[config.mk]
export PLATFORM = sky130hd
export DESIGN_NAME = cssw_clock_switch
export DESIGN_NICKNAME = d
export VERILOG_FILES = /design/src/rtl/cssw_pkg.sv /design/src/rtl/cssw_cnt_if.sv /design/src/rtl/cssw_tick_count.sv /design/src/rtl/cssw_clock_switch.sv
export SDC_FILE = /design/constraint.sdc
export NUM_CORES = 1
export LEC_CHECK = 0
export ABC_AREA = 1
export BUFFER_PORTS_ARGS = -buffer_cell sky130_fd_sc_hd__buf_2
export CELL_PAD_IN_SITES_DETAIL_PLACEMENT = 1
export CELL_PAD_IN_SITES_GLOBAL_PLACEMENT = 1
export CORE_MARGIN = 2
export CORE_UTILIZATION = 35
export CTS_BUF_LIST = sky130_fd_sc_hd__clkbuf_4 sky130_fd_sc_hd__clkbuf_8
export DETAILED_ROUTE_END_ITERATION = 7
export GPL_ROUTABILITY_DRIVEN = 0
export GPL_TIMING_DRIVEN = 0
export HOLD_SLACK_MARGIN = 0.1
export PLACE_DENSITY = 0.88
export SKIP_LAST_GASP = 1
export SLEW_MARGIN = 5
export SYNTH_ARGS = -nofsm -noshare
export SYNTH_HDL_FRONTEND = slang
export SYNTH_SLANG_ARGS = --single-unit
[constraint.sdc]
create_clock -name ref_clk -period 1.55 [get_ports ref_clk]
set_input_delay 0 -clock ref_clk [delete_from_list [all_inputs] [get_ports ref_clk]]
set_output_delay 0 -clock ref_clk [all_outputs]
set_load 0.05 [all_outputs]
[src/rtl/cssw_pkg.sv]
// package for the system clock source switch: encodings, reset values, pause counts
// assumes all source ticks and software strobes are synchronous to ref_clk
//
// Overview of operation
// - two-bit select field picks system clock source
// - 11 internal, 10 primary, 01 timer1, 00 default
// - source changes only after a transition interval, except the boot handover from low-freq rc to primary
// - primary done flag after startup timer, primary active
// - secondary active flag while timer1 source clocks
// - at most one status flag set at once
// - sleep command consults idle-on-sleep enable bit
// - enable 1 gives idle, 0 gives sleep
// - secondary select ignored when timer1 oscillator off
// - every reset clears the select field
// - internal reset default starts fast rc at 1 mhz
// - power-up runs low-freq rc until configuration loaded
// - two select encodings reach the same source
// - glitch-free pause: two old, three new cycles
// - configuration picks crystal, external or internal primary
// - low-freq rc always feeds watchdog and monitor
// - timer1 oscillator keeps running in power-managed modes

package cssw_pkg;

  // ----------------------------------------
  // select field encodings
  // ----------------------------------------
  localparam logic [1:0] SEL_INTERNAL = 2'h3;
  localparam logic [1:0] SEL_PRIMARY = 2'h2;
  localparam logic [1:0] SEL_SECOND = 2'h1;
  localparam logic [1:0] SEL_DEFAULT = 2'h0;
  localparam logic [1:0] SEL_RESET = 2'h0;

  // ----------------------------------------
  // fast rc postscaler select
  // ----------------------------------------
  localparam logic [2:0] FREQ_RESET = 3'h4; // 1 mhz after reset
  localparam logic [2:0] FREQ_LOW = 3'h0; // 31 khz setting

  // ----------------------------------------
  // switch pause, in source cycles
  // ----------------------------------------
  localparam int OLD_TICKS = 2;
  localparam int NEW_TICKS = 3;
  localparam int CNT_W = 3;

  // clock sources, also the index into tick and stable vectors
  typedef enum logic [1:0] {SRC_LFRC, SRC_FASTRC, SRC_PRIMARY, SRC_SECOND} cssw_src_e;

  // primary oscillator configuration modes
  typedef enum logic [2:0] {
    crystal_mode, crystal_pll_mode, external_clock_mode, ext_clock_pll_mode,
    internal_lf_mode, internal_hf_mode, internal_pll_mode
  } cssw_pmode_e;

  // switch sequencer states
  typedef enum logic [2:0] {ST_BOOT, ST_RUN, ST_OLD, ST_STABLE, ST_NEW} cssw_state_e;

endpackage

[src/rtl/cssw_cnt_if.sv]
// interface between the switch sequencer and its source-cycle counter
// assumes one clock domain, ref_clk
`timescale 1ns/10ps
`default_nettype none

interface cssw_cnt_if;
  import cssw_pkg::*;
  logic [3:0] tick_vec; // one tick per source, by source index
  cssw_src_e src; // source whose ticks are counted
  logic start; // pulse: restart counting
  logic [cssw_pkg::CNT_W-1:0] target; // ticks to count
  logic done; // pulse: target reached

  modport seq (output tick_vec, output src, output start, output target, input done);
  modport counter (input tick_vec, input src, input start, input target, output done);
endinterface

`default_nettype wire

[src/rtl/cssw_tick_count.sv]
// counts ticks of one chosen clock source for the switch pause
// assumes start is a one-cycle pulse and target is at least one
`timescale 1ns/10ps
`default_nettype none

module cssw_tick_count (
  // clock and reset
  input wire logic ref_clk,
  input wire logic rstn,
  // sequencer side
  cssw_cnt_if.counter cnt
);
  import cssw_pkg::*;

  logic [CNT_W-1:0] count_r; // ticks seen so far
  logic busy_r; // counting in progress
  logic done_r; // registered done pulse
  logic tick_sel; // tick of the counted source
  logic last_tick; // this tick reaches the target

  // ----------------------------------------
  // selection
  // ----------------------------------------
  assign tick_sel = cnt.tick_vec[cnt.src];
  assign last_tick = busy_r && !cnt.start && tick_sel && (count_r == cnt.target - 3'h1);
  assign cnt.done = done_r;

  // ----------------------------------------
  // counter
  // ----------------------------------------
  // a start always wins, so a stale count never leaks into the next pause
  always_ff @(posedge ref_clk) begin
    if (!rstn) begin
      count_r <= 3'h0;
      busy_r <= 1'b0;
      done_r <= 1'b0;
    end else begin
      done_r <= last_tick;
      if (cnt.start) begin
        count_r <= 3'h0;
        busy_r <= 1'b1;
      end else if (last_tick) begin
        busy_r <= 1'b0;
      end else if (busy_r && tick_sel) begin
        count_r <= count_r + 3'h1;
      end
    end
  end
endmodule

`default_nettype wire

[src/rtl/cssw_clock_switch.sv]
// system clock source switch: select decode, glitch-free pause, status flags, sleep
// assumes source ticks and stable levels arrive as ref_clk-synchronous enables
`timescale 1ns/10ps
`default_nettype none

module cssw_clock_switch #(
  parameter int OLD_CNT = cssw_pkg::OLD_TICKS,
  parameter int NEW_CNT = cssw_pkg::NEW_TICKS
) (
  // clock and reset
  input wire logic ref_clk,
  input wire logic rstn,
  // source ticks, one cycle each
  input wire logic lfrc_tick,
  input wire logic fastrc_tick,
  input wire logic primary_ext_tick,
  input wire logic timer1_tick,
  // source stability
  input wire logic fastrc_stable,
  input wire logic startup_timer_done,
  input wire logic timer1_stable,
  // configuration
  input wire logic cfg_loaded,
  input wire cssw_pkg::cssw_pmode_e cfg_primary_mode,
  // software control
  input wire logic sel_wr,
  input wire logic [1:0] sel_wdata,
  input wire logic freq_wr,
  input wire logic [2:0] freq_wdata,
  input wire logic idle_on_sleep_enable,
  input wire logic secondary_osc_enable,
  input wire logic sleep_exec,
  input wire logic wake_event,
  // status and clocks out
  output logic [1:0] system_clock_select,
  output logic [2:0] fast_rc_freq_select,
  output logic primary_startup_done_flag,
  output logic secondary_clock_active_flag,
  output cssw_pkg::cssw_src_e active_source,
  output logic switch_busy,
  output logic sys_clk_tick,
  output logic lfrc_feature_tick,
  output logic secondary_osc_run,
  output logic sleep_mode,
  output logic idle_mode
);
  import cssw_pkg::*;

  // ----------------------------------------
  // elaboration checks
  // ----------------------------------------
  if (OLD_CNT < 1 || OLD_CNT > 7) begin : g_old_chk
    $error("OLD_CNT must lie in 1..7");
  end
  if (NEW_CNT < 1 || NEW_CNT > 7) begin : g_new_chk
    $error("NEW_CNT must lie in 1..7");
  end

  // ----------------------------------------
  // state
  // ----------------------------------------
  cssw_state_e state_r, state_nxt; // switch sequencer
  cssw_src_e active_r; // source now clocking the device
  cssw_src_e pend_r; // source being switched to
  logic [1:0] sel_r; // software select field
  logic [2:0] freq_r; // fast rc postscaler select
  logic sleep_r, idle_r; // power-managed modes
  logic tick_r, lf_tick_r, sec_run_r; // registered clock strobes
  logic pflag_r, sflag_r; // status flags

  // ----------------------------------------
  // decode wires
  // ----------------------------------------
  logic [3:0] tick_vec; // ticks by source index
  logic [3:0] stable_vec; // stable levels by source index
  cssw_src_e primary_src; // what primary means under configuration
  cssw_src_e internal_src; // what internal means under the postscaler
  cssw_src_e sel_src; // raw decode of the select field
  cssw_src_e target_src; // decode after the timer1 guard
  logic want_switch; // target differs from the running source
  logic pwr_managed; // sleep or idle active

  cssw_cnt_if cnt_bus ();

  assign tick_vec = {timer1_tick, primary_ext_tick, fastrc_tick, lfrc_tick};
  // low-freq rc needs no settling; primary is ready once its startup timer expires
  assign stable_vec = {timer1_stable, startup_timer_done, fastrc_stable, 1'b1};

  // primary source follows the configuration mode
  assign primary_src = (cfg_primary_mode == internal_lf_mode) ? SRC_LFRC :
                       (cfg_primary_mode == internal_hf_mode ||
                        cfg_primary_mode == internal_pll_mode) ? SRC_FASTRC :
                       SRC_PRIMARY;
  // 31 khz setting runs straight from the low-freq rc
  assign internal_src = (freq_r == FREQ_LOW) ? SRC_LFRC : SRC_FASTRC;

  // 00 and 10 both land on primary; 11 can alias primary when it is internal
  assign sel_src = (sel_r == SEL_INTERNAL) ? internal_src :
                   (sel_r == SEL_SECOND) ? SRC_SECOND :
                   primary_src;
  // selecting timer1 with its oscillator off is simply not honoured
  assign target_src = (sel_src == SRC_SECOND && !secondary_osc_enable) ? active_r : sel_src;
  assign want_switch = (target_src != active_r);
  assign pwr_managed = sleep_r || idle_r;

  // ----------------------------------------
  // counter hookup
  // ----------------------------------------
  assign cnt_bus.tick_vec = tick_vec;
  assign cnt_bus.src = (state_r == ST_OLD) ? active_r : pend_r;
  assign cnt_bus.start = (state_nxt == ST_OLD && state_r != ST_OLD) ||
                         (state_nxt == ST_NEW && state_r != ST_NEW);
  assign cnt_bus.target = (state_r == ST_OLD) ? CNT_W'(OLD_CNT) : CNT_W'(NEW_CNT);

  cssw_tick_count u_count (
    .ref_clk (ref_clk),
    .rstn (rstn),
    .cnt (cnt_bus.counter)
  );

  // ----------------------------------------
  // sequencer next state
  // ----------------------------------------
  // the device clock is held off from the first old cycle to the last new one
  always_comb begin
    state_nxt = state_r;
    unique case (state_r)
      ST_BOOT: begin
        if (cfg_loaded) begin
          state_nxt = ST_RUN;
        end
      end
      ST_RUN: begin
        if (want_switch) begin
          state_nxt = ST_OLD;
        end
      end
      ST_OLD: begin
        if (cnt_bus.done) begin
          state_nxt = ST_STABLE;
        end
      end
      ST_STABLE: begin
        // a timer1 that is enabled but not yet stable can park the switch here a long time
        if (stable_vec[pend_r]) begin
          state_nxt = ST_NEW;
        end
      end
      ST_NEW: begin
        if (cnt_bus.done) begin
          state_nxt = ST_RUN;
        end
      end
      // codes outside the five states fall back to boot
      default: begin
        state_nxt = ST_BOOT;
      end
    endcase
  end

  // ----------------------------------------
  // sequencer registers
  // ----------------------------------------
  always_ff @(posedge ref_clk) begin
    if (!rstn) begin
      state_r <= ST_BOOT;
      active_r <= SRC_LFRC;
      pend_r <= SRC_LFRC;
    end else begin
      state_r <= state_nxt;
      if (state_r == ST_BOOT && cfg_loaded) begin
        active_r <= primary_src;
      end else if (state_r == ST_NEW && cnt_bus.done) begin
        active_r <= pend_r;
      end
      if (state_r == ST_RUN && want_switch) begin
        pend_r <= target_src;
      end
    end
  end

  // ----------------------------------------
  // software fields
  // ----------------------------------------
  // reset always lands on primary at the 1 mhz postscaler step
  always_ff @(posedge ref_clk) begin
    if (!rstn) begin
      sel_r <= SEL_RESET;
      freq_r <= FREQ_RESET;
    end else begin
      if (sel_wr) begin
        sel_r <= sel_wdata;
      end
      if (freq_wr) begin
        freq_r <= freq_wdata;
      end
    end
  end

  // ----------------------------------------
  // power-managed modes
  // ----------------------------------------
  // wake wins over a sleep command in the same cycle
  always_ff @(posedge ref_clk) begin
    if (!rstn) begin
      sleep_r <= 1'b0;
      idle_r <= 1'b0;
    end else if (wake_event) begin
      sleep_r <= 1'b0;
      idle_r <= 1'b0;
    end else if (sleep_exec && !pwr_managed) begin
      idle_r <= idle_on_sleep_enable;
      sleep_r <= !idle_on_sleep_enable;
    end
  end

  // ----------------------------------------
  // clock strobes and status flags
  // ----------------------------------------
  // the system tick is gated during the pause and in full sleep
  always_ff @(posedge ref_clk) begin
    if (!rstn) begin
      tick_r <= 1'b0;
      lf_tick_r <= 1'b0;
      sec_run_r <= 1'b0;
      pflag_r <= 1'b0;
      sflag_r <= 1'b0;
    end else begin
      tick_r <= (state_r == ST_RUN || state_r == ST_BOOT) && !sleep_r && tick_vec[active_r];
      lf_tick_r <= lfrc_tick;
      sec_run_r <= secondary_osc_enable;
      pflag_r <= state_r == ST_RUN && active_r == SRC_PRIMARY && startup_timer_done;
      sflag_r <= state_r == ST_RUN && active_r == SRC_SECOND;
    end
  end

  // ----------------------------------------
  // outputs
  // ----------------------------------------
  assign system_clock_select = sel_r;
  assign fast_rc_freq_select = freq_r;
  assign primary_startup_done_flag = pflag_r;
  assign secondary_clock_active_flag = sflag_r;
  assign active_source = active_r;
  assign switch_busy = (state_r != ST_RUN);
  assign sys_clk_tick = tick_r;
  assign lfrc_feature_tick = lf_tick_r;
  assign secondary_osc_run = sec_run_r;
  assign sleep_mode = sleep_r;
  assign idle_mode = idle_r;
endmodule

`default_nettype wire

Word-level counts from Yosys, hierarchy flattened
Cells that the tools add are included.
- bits in writable memories: 0
- word-level logic and storage cells: 97
- bits of input ports: 24
- memories: 0
- register bits: 24
- output and inout port bits: 15
- latch bits: 0
- memory bits (read-only): 0
- div/mod/pow operators: 0
- reductions and logical operators: 32
- equal/unequal tests: 19
- muxes and demuxes: 24
- shifts and indexed selects: 0
- bitwise gates (word level): 2
- multipliers: 0
- add/sub/neg operators: 2
- magnitude comparators: 3
- operators by type and width (kind ; count):
    $logic_and A1 B1 Y1 ; 16
    $mux W2 ; 8
    $eq A3 B3 Y1 const B ; 5
    $mux W3 ; 5
    $pmux W3 S5 ; 1
    $eq A3 B2 Y1 const B ; 3
    $lt A2 B3 Y1 const B ; 3
    $eq A2 B2 Y1 const B ; 4
    $mux W1 ; 7
    $bmux W1 S2 ; 3
    $logic_not A3 Y1 ; 2
    $logic_not A1 Y1 ; 5
    $logic_or A1 B1 Y1 ; 4
    $reduce_bool A2 Y1 ; 2
    $reduce_or A2 Y1 ; 2
    $add A3 B1 Y3 const B ; 1
    $eq A3 B1 Y1 const B ; 1
    $eq A3 B3 Y1 ; 1
    $ne A3 B1 Y1 const B ; 1
    $ne A3 B2 Y1 const B ; 1
    $ne A3 B3 Y1 const B ; 1
    $sub A2 B1 Y3 const B ; 1
    $eq A2 B1 Y1 const B ; 1
    $ne A2 B2 Y1 ; 1
    2 further kinds ; 3

Depth between registers and ports, before layout
Gate-level depths: netlist of the first run.
- depth after elaboration: 21
- mapped depth: 11
- gate-level depth less buffers: 11

Modules after synthesis
From an unflattened synthesis of the first run, not the netlist that was laid out.
- cells, all modules: 211
- area, all modules: 1413.9 um2
- by module, submodules not included (module ; sequential area each (um2) ; instances ; area an instance (um2) ; cells each):
    cssw_clock_switch ; 380.4 ; 1 ; 1028.5 ; 146
    cssw_tick_count ; 100.1 ; 1 ; 385.4 ; 65

Worst setup path before layout of the first run
OpenSTA, ideal clock, no wires.
- path kind: register to register
- from: register active_r[0], in the netlist active_source[0]
- to: register u_count.count_r[0]
- period minus slack after synthesis: 1701 ps
- data required time: 1434 ps
- buffers on the path: 0
- setup time: 116 ps
- setup slack: -151 ps
- cell stages (with the launch flop): 10
- arrival time: 1585 ps
- path through: dfxtp_1 -> inv_2 -> nand3_2 -> nand3_1 -> nand2_1 -> nand3_2 -> a21oi_2 -> nand2_2 -> nand3_1 -> a21oi_1
- longest elaborated chain between the ends: 13
- elaborated cells on any way between the ends: 20
- those cells by class: eq/ne (3); mux (6); bitwise (1); reduce/logical (10)
- RTL lines (what ; RTL line ; RTL):
    start, declared ; cssw_clock_switch.sv:63 ; cssw_src_e active_r;
    start signal, assigned ; cssw_clock_switch.sv:172 ; active_r <= primary_src;
    start signal, assigned ; cssw_clock_switch.sv:174 ; active_r <= pend_r;
    $mux W2 ; cssw_clock_switch.sv:102 ; assign target_src = (sel_src == SRC_SECOND && !secondary_osc_enable) ? active_r : sel_src;
    $ne A2 B2 Y1 ; cssw_clock_switch.sv:103 ; assign want_switch = (target_src != active_r);
    $mux W3 ; cssw_clock_switch.sv:134 ; if (want_switch) begin
    $pmux W3 S5 ; cssw_clock_switch.sv:127 ; unique case (state_r)
    $eq A3 B2 Y1 / $eq A3 B3 Y1 (equally long branches) ; cssw_clock_switch.sv:111, cssw_clock_switch.sv:112 ;
    $logic_and A1 B1 Y1, on equally long branches ; cssw_clock_switch.sv:111, cssw_clock_switch.sv:112 ;
    $logic_or A1 B1 Y1 ; cssw_clock_switch.sv:111 ; assign cnt_bus.start = (state_nxt == ST_OLD && state_r != ST_OLD) ||
    $logic_not A1 Y1 ; cssw_tick_count.sv:25 ; assign last_tick = busy_r && !cnt.start && tick_sel && (count_r == cnt.target - 3'h1);
    $logic_and A1 B1 Y1 (3 in series) ; cssw_tick_count.sv:25 ;
    $not A1 Y1 (no source line) ; -- ;
    $reduce_and A2 Y1 (no source line) ; -- ;
    end signal, assigned ; cssw_tick_count.sv:45 ; count_r <= count_r + 3'h1;
    end, declared ; cssw_tick_count.sv:15 ; logic [CNT_W-1:0] count_r;
Parallel ways exist; a longest one is shown, timed or not. The select of a mux whose other input is x is not followed.
A chain may end at the register's enable or synchronous reset.

Worst setup path after layout of the first run
- from: input cfg_primary_mode[0]
- to: register pend_r[0]
- longest elaborated chain between the ends: 11
- elaborated cells on any way between the ends: 13
- those cells by class: eq/ne (5); mux (5); reduce/logical (3)
- RTL lines (what ; RTL line ; RTL):
    start, declared ; cssw_clock_switch.sv:24 ; input wire cssw_pkg::cssw_pmode_e cfg_primary_mode,
    $eq A3 B3 Y1, on equally long branches ; cssw_clock_switch.sv:91, cssw_clock_switch.sv:92 ;
    $logic_or A1 B1 Y1 ; cssw_clock_switch.sv:91 ; (cfg_primary_mode == internal_hf_mode ||
    $mux W2 ; cssw_clock_switch.sv:92 ; cfg_primary_mode == internal_pll_mode) ? SRC_FASTRC :
    $mux W2 * ; cssw_clock_switch.sv:90 ; assign primary_src = (cfg_primary_mode == internal_lf_mode) ? SRC_LFRC :
    $mux W2 * ; cssw_clock_switch.sv:99 ; (sel_r == SEL_SECOND) ? SRC_SECOND :
    $mux W2 * ; cssw_clock_switch.sv:98 ; assign sel_src = (sel_r == SEL_INTERNAL) ? internal_src :
    $eq A2 B2 Y1 ; cssw_clock_switch.sv:102 ;
    $logic_and A1 B1 Y1 ; cssw_clock_switch.sv:102 ;
    $mux W2 * ; cssw_clock_switch.sv:102 ;
    $ne A2 B2 Y1 ; cssw_clock_switch.sv:103 ;
    $logic_and A1 B1 Y1 ; cssw_clock_switch.sv:176 ; if (state_r == ST_RUN && want_switch) begin
    end signal, assigned ; cssw_clock_switch.sv:177 ; pend_r <= target_src;
    end, declared ; cssw_clock_switch.sv:64 ; cssw_src_e pend_r;
Mark *: on every way between the ends. The rest lies on a longest branch, timed or not.

==> flow_summary.yaml, run 1 <==
final_layout:
  multiInputGateArea_um2: 762.0
  fin_nets: 283
  drive_gt1_share_pct: 37.35
  final_cell_mix: "buf_2 (38), dlygate4sd3_1 (27), inv_1 (23)"
  fill_cells: 428
  regArea_um2: 500.5
  final_cell_area_mm2: 0.002033
  antenna_cells: 0
  final_common_cell: "buf_2"
  area_growth_pct: 61.37
yosys:
  synth_top_family_by_area: "simple AND/OR/NAND/NOR gates"
  ys_warn_count: 0
  synth_compound_area_share_pct: 15.69
  ys_types: 28
  synth_area_per_cell_um2: 7.000
  synth_xor_area_share_pct: 0.6951
  synthMuxAreaShare_pct: 0
  syn_inst: 180
  yosysSeqAreaShare_pct: 38.13
  syn-cell-area_mm2: 0.001260
  synth_nets: 205
  synth_simple_gate_area_share_pct: 34.96
  synth-adder-area-share_pct: 0.9930
  ys_ff_latch: 24
status:
  status: "complete, but fails checks"
  violations: "setup timing"
routing:
  drc: 0
  vias: 1605
  ant_nets: 0
  drtPass1Iterations: 4
  via_per_inst: 5.297
  drt_iter0_drc: 50
  routedWlPerCell_um: 17.40
  wl_mm: 5.271
floorplan:
  dieWidth_um: 64
  fp.coreArea_mm2: 0.003390
  fp.dieArea_mm2: 0.004096
  initial_core_util_pct: 37.17
  ios: 39
  fp.dieH_um: 64
  num_rows: 21
timing:
  fin_skew_ns: 0.007208
  fmaxAchievable_mhz: 622.1
  slew_viol_final: 0
  finalHoldViolCount: 0
  rsz0062_at_grt: "true"
  finalSetupTns_ns: -0.1013
  whs_ns: 0.1279
  setup_viol: 2
  tightest_slew_ns: 0.5409
  min_period_ns: 1.607
  post-route-period-util_pct: 103.7
  slew-limit-headroom_pct: 63.94
  worst_slack_ns: -0.05745
placed_design:
  port_buffers: 38
  hpwl_mm: 2.669
  dpl_cell_area_mm2: 0.001515
clock_tree:
  htree_levels: 1
  clk_latency_ns: 0.34
  clock_path_buffers: 2
  cts_root_buf: "clkbuf_4"
  clkSlewWorstSetupHoldPaths_ns: 0.15
  cts_sinks: 24
  cts_tree: "yes"
  cts_made_buffers: 3
critical_path:
  worstPathRequired_ns: 1.83
  ff2ff_setup_slack_ns: -0.03
  rr_startpoint: "system_clock_select[0]$_SDFFE_PN0P_"
  worst_setup_path_end_kind: "flip-flop"
  crit_type: "in -> reg"
  startpoint: "cfg_primary_mode[0]"
  crit_arrival_ns: 1.88
  worst_r2r_path_depth: 10
  path_max_fanout: 4
  cp-start-kind: "input pin"
  r2r_end: "pend_r[0]$_SDFFE_PN0P_"
min_path:
  min_to: "sys_clk_tick$_SDFF_PN0_"
  hold_start: "fastrc_tick"
  min_path_cells: 5
  min_path_type: "in -> reg"
power:
  ir_worst_vdd_mv: 0.4314
  p_per_area_mw_per_mm2: 879.1
  leakage_nw: 0.9470
global_route:
  grt_antenna_before_repair: 0
  grt_pass1_wl_mm: 7.320
  grt_use_total_pct: 22.94
  grt_pass1_vias: 1572
  grt.overflow.total: 0
  grt_max_degree: 15
flow_run:
  max_cap_violations: 0
[synthesized netlist by cell type (all sizes together)]
master   n  area share (%)
dfxtp   24              38
a21oi   17             7.1
o311ai   1            0.70
or2      2             1.2
o21bai   1            0.89
nand4    3             1.5
nand3   27              14
nor4     2            0.99
clkbuf   2            0.60
nand2   26             8.1
inv     29             8.6
o31ai    1            0.60
ha       1            0.99
clkinv   1            0.30
a31oi    2            0.99
xor2     1            0.70
nor3     1            0.40
o21ai   13             5.5
nor2    25             7.6
nand3b   1             1.6
[power by group]
group | switching (mW) | total, mW | internal [mW]
registers | 0.0556 | 0.716 | 0.661
logic | 0.357 | 0.584 | 0.227
clock network | 0.225 | 0.487 | 0.262
total | 0.638 | 1.79 | 1.15
[worst max-delay path: stages]
cell	delay (ns)
dlygate4sd3_1	0.55
buf_2	0.14
inv_1	0.05
nand3_1	0.09
nand3_1	0.17
nand4_1	0.20
nand3_4	0.17
nand2_4	0.07
buf_4	0.14
inv_4	0.06
o21ai_0	0.08
a21oi_1	0.16
[metrics by stage]
stage	std cells	util [%]	setup slack (ns)	power, mW
2_1_floorplan	180	-	0.004104	1.006
3_3_place_gp	264	44.70	0.06515	1.115
3_5_place_dp	264	44.70	0.03622	1.124
4_1_cts	294	54.01	0.01579	1.645
5_1_grt	303	59.99	-0.07746	1.866
6_report	303	59.99	-0.05745	1.787
[state kept, by name (all words and copies together), names as in the netlist, 2 cells and up]
register / count
pend_r: 2
u_count.count_r: 3
state_r: 3
fast_rc_freq_select: 3
system_clock_select: 2
active_source: 2
[cells by family after synthesis]
group | after synthesis
flops | 24
xor+xnor | 1
simple gates | 87
fa+ha+maj | 1
compound gates | 35
buf+inv | 32
[layout make-up]
type / instances / area share [%]
clock buffers: 3 / 1.108
inverters: 30 / 5.908
repair buffers: 73 / 26.22
plain buffers: 2 / 0.3692
flip-flops and latches: 24 / 24.62
multi-input cells: 124 / 37.48
well taps: 46 / 2.831
clock inverters: 1 / 1.477
[how the worst max path moves through the flow]
stage | end | slack (ns) | cells past startpoint
floorplan | u_count.count_r[0]$_SDFFE_PP0P_ | 0.004 | 9
global placement | u_count.count_r[0]$_SDFFE_PP0P_ | 0.07 | 9
detailed placement | u_count.count_r[0]$_SDFFE_PP0P_ | 0.04 | 9
CTS | u_count.count_r[0]$_SDFFE_PP0P_ | 0.02 | 9
global route | u_count.count_r[0]$_SDFFE_PP0P_ | -0.08 | 13
finish | pend_r[0]$_SDFFE_PN0P_ | -0.06 | 12
[per-layer routing]
layer  global-route usage [%]  vias up  routed length [um]
met3                    2.113       12                 257
met2                    42.84       73                2723
met5                        0        -                   0
met4                    8.967        0                 112
li1                         -      747                   -
met1                    26.57      773                2178
[timing repair]
item | in CTS | in global routing
hold endpoints to repair | 15 | 1
setup endpoints to repair | 1 | 10
resized for setup | 1 | 34
pin swaps | 0 | 9
setup buffers | 0 | 8
hold buffers | 26 | 1
(Power assumes the default switching activity.)
==> inputs of run 2 (changes only) <==
==> constraint.sdc (replaced) <==
create_clock -name ref_clk -period 1.55 [get_ports ref_clk]
set_input_delay 0.465 -clock ref_clk [delete_from_list [all_inputs] [get_ports ref_clk]]
set_output_delay 0.465 -clock ref_clk [all_outputs]
set_load 0.05 [all_outputs]
==> flow_summary.yaml, run 2 (synthesis gave the netlist of run 1 again) <==
critical_path:
  worst_setup_path_end_kind: "primary output"
  slowest_delay_ns: 0.38
  crit_slowest_cell: "dfxtp_4"
  path_max_fanout: 2
  cp-start-kind: "flip-flop"
  crit_type: "reg -> out"
  crit_arrival_ns: 1.21
  cp_cell_sequence: "nor2_4, inv_2, nor2_4, inv_2, buf_8"
  worstPathRequired_ns: 1.08
  worst_r2r_path_depth: 9
routing:
  drtPass1Iterations: 4
  wl_mm: 3.895
  drc: 0
  ant_nets: 0
  drt_iter0_drc: 55
  routedWlPerCell_um: 14.06
  vias: 1396
  via_per_inst: 5.040
power:
  ir_worst_vdd_mv: 0.3778
  seq_power_share_pct: 41.6
  clkPwrFrac_pct: 28.0
  p_int_mw: 1.110
  switchingPower_uw: 585.6
  p_per_area_mw_per_mm2: 964.5
  comb_power_share_pct: 30.4
  leakage_nw: 0.8300
  p_sw_share_pct: 34.54
global_route:
  grt_use_total_pct: 18.80
  grt.overflow.total: 0
  grt_pass1_vias: 1411
  grt_antenna_before_repair: 0
  grt_max_degree: 15
  grt_pass1_wl_mm: 6.168
final_layout:
  antenna_cells: 0
  layout.cells.non_filler: 277
  area_growth_pct: 39.52
  final_common_cell: "buf_2"
  fill_cells: 446
  drive_gt1_share_pct: 42.86
  fin_nets: 257
  regArea_um2: 503.0
  multiInputGateArea_um2: 752.0
  final_cell_mix: "buf_2 (36), inv_1 (21), nor2_1 (20)"
  post-route-util_pct: 51.86
clock_tree:
  cts_sinks: 24
  cts_tree: "yes"
  cts.hold.buffers_added: 0
  clkSlewWorstSetupHoldPaths_ns: 0.15
  cts_root_buf: "clkbuf_4"
  clk_latency_ns: 0.33
  htree_levels: 1
  clock_path_buffers: 2
  cts_made_buffers: 3
timing:
  finalHoldViolCount: 0
  tightest_slew_ns: 0.5140
  slew_viol_final: 0
  min_period_ns: 1.678
  fmaxAchievable_mhz: 595.8
  rsz0062_at_grt: "true"
  post-route-period-util_pct: 108.3
  fin_skew_ns: 0.002551
  worst_slack_ns: -0.1283
  slew-limit-headroom_pct: 65.74
  setup_viol: 1
floorplan:
  initial_core_util_pct: 37.17
  fp.dieH_um: 64
  fp.dieArea_mm2: 0.004096
  dieWidth_um: 64
  fp.coreArea_mm2: 0.003390
  num_rows: 21
  ios: 39
placed_design:
  dp_cells: 264
  hpwl_mm: 2.669
  port_buffers: 38
min_path:
  min_path_cells: 3
  min_path_type: "in -> reg"
status:
  status: "complete, but fails checks"
  violations: "setup timing"
flow_run:
  max_cap_violations: 0
run 2: power by group through the flow:
stage | logic (mW) | clock network [mW] | registers (mW)
after floorplan | 0.222 | 0 | 0.784
after global placement | 0.398 | 0 | 0.716
after detailed placement | 0.405 | 0 | 0.719
after CTS | 0.443 | 0.479 | 0.703
after global routing | 0.563 | 0.514 | 0.712
final | 0.516 | 0.475 | 0.705
run 2: repair_timing:
action | in CTS | in global routing
setup endpoints to repair | 1 | 8
pin swaps | 2 | 8
setup buffers | 3 | 6
gates resized for setup | 12 | 27
run 2: final timing paths:
path	start	to	slack, ns
min reg2reg	sleep_mode$_SDFFE_PP0P_	sys_clk_tick$_SDFF_PN0_	0.48
min	secondary_osc_enable	secondary_osc_run$_SDFF_PN0_	0.33
max	state_r[1]$_SDFF_PN0_	switch_busy	-0.13
max reg2reg	state_r[1]$_SDFF_PN0_	u_count.count_r[0]$_SDFFE_PP0P_	0.01
run 2: layout make-up:
type | instances | share of cell area [%]
multi-input combinational | 124 | 42.78
clock buffer | 3 | 1.281
clock inverter | 1 | 1.708
timing repair buffer | 47 | 15.37
sequential | 24 | 28.61
inverter | 30 | 6.548
tap | 46 | 3.274
buffer | 2 | 0.4270
run 2: metal layers:
metal  vias to the layer above  track usage, %  part of all wire [%]
met4                         0           6.522                   3.1
li1                        697               -                     -
met5                         -               0                     0
met2                        38           33.59                    49
met3                        10           2.289                   3.3
met1                       651           23.02                    45
run 2: stage by stage:
| stage | power, mW | instance area, um2 | hold WS (ns) | setup TNS (ns) | setup slack, ns |
|---|---|---|---|---|---|
| after floorplan | 1.006 | 1267 | 0.4547 | 0 | 0.004104 |
| after global placement | 1.115 | 1515 | 0.4492 | -0.5785 | -0.1415 |
| after detailed placement | 1.124 | 1515 | 0.4674 | -0.8094 | -0.1665 |
| after CTS | 1.625 | 1620 | 0.3143 | -0.08458 | -0.08458 |
| after global routing | 1.789 | 1758 | 0.3323 | -0.5422 | -0.1931 |
| final | 1.696 | 1758 | 0.3302 | -0.1283 | -0.1283 |
run 2: critical path: cells and delay by family (launching register included):
| kind | cells | cell delay, ns |
|---|---|---|
| buffers and inverters | 3 | 0.26 |
| flip-flops | 1 | 0.38 |
| AND/OR/NAND/NOR | 2 | 0.23 |
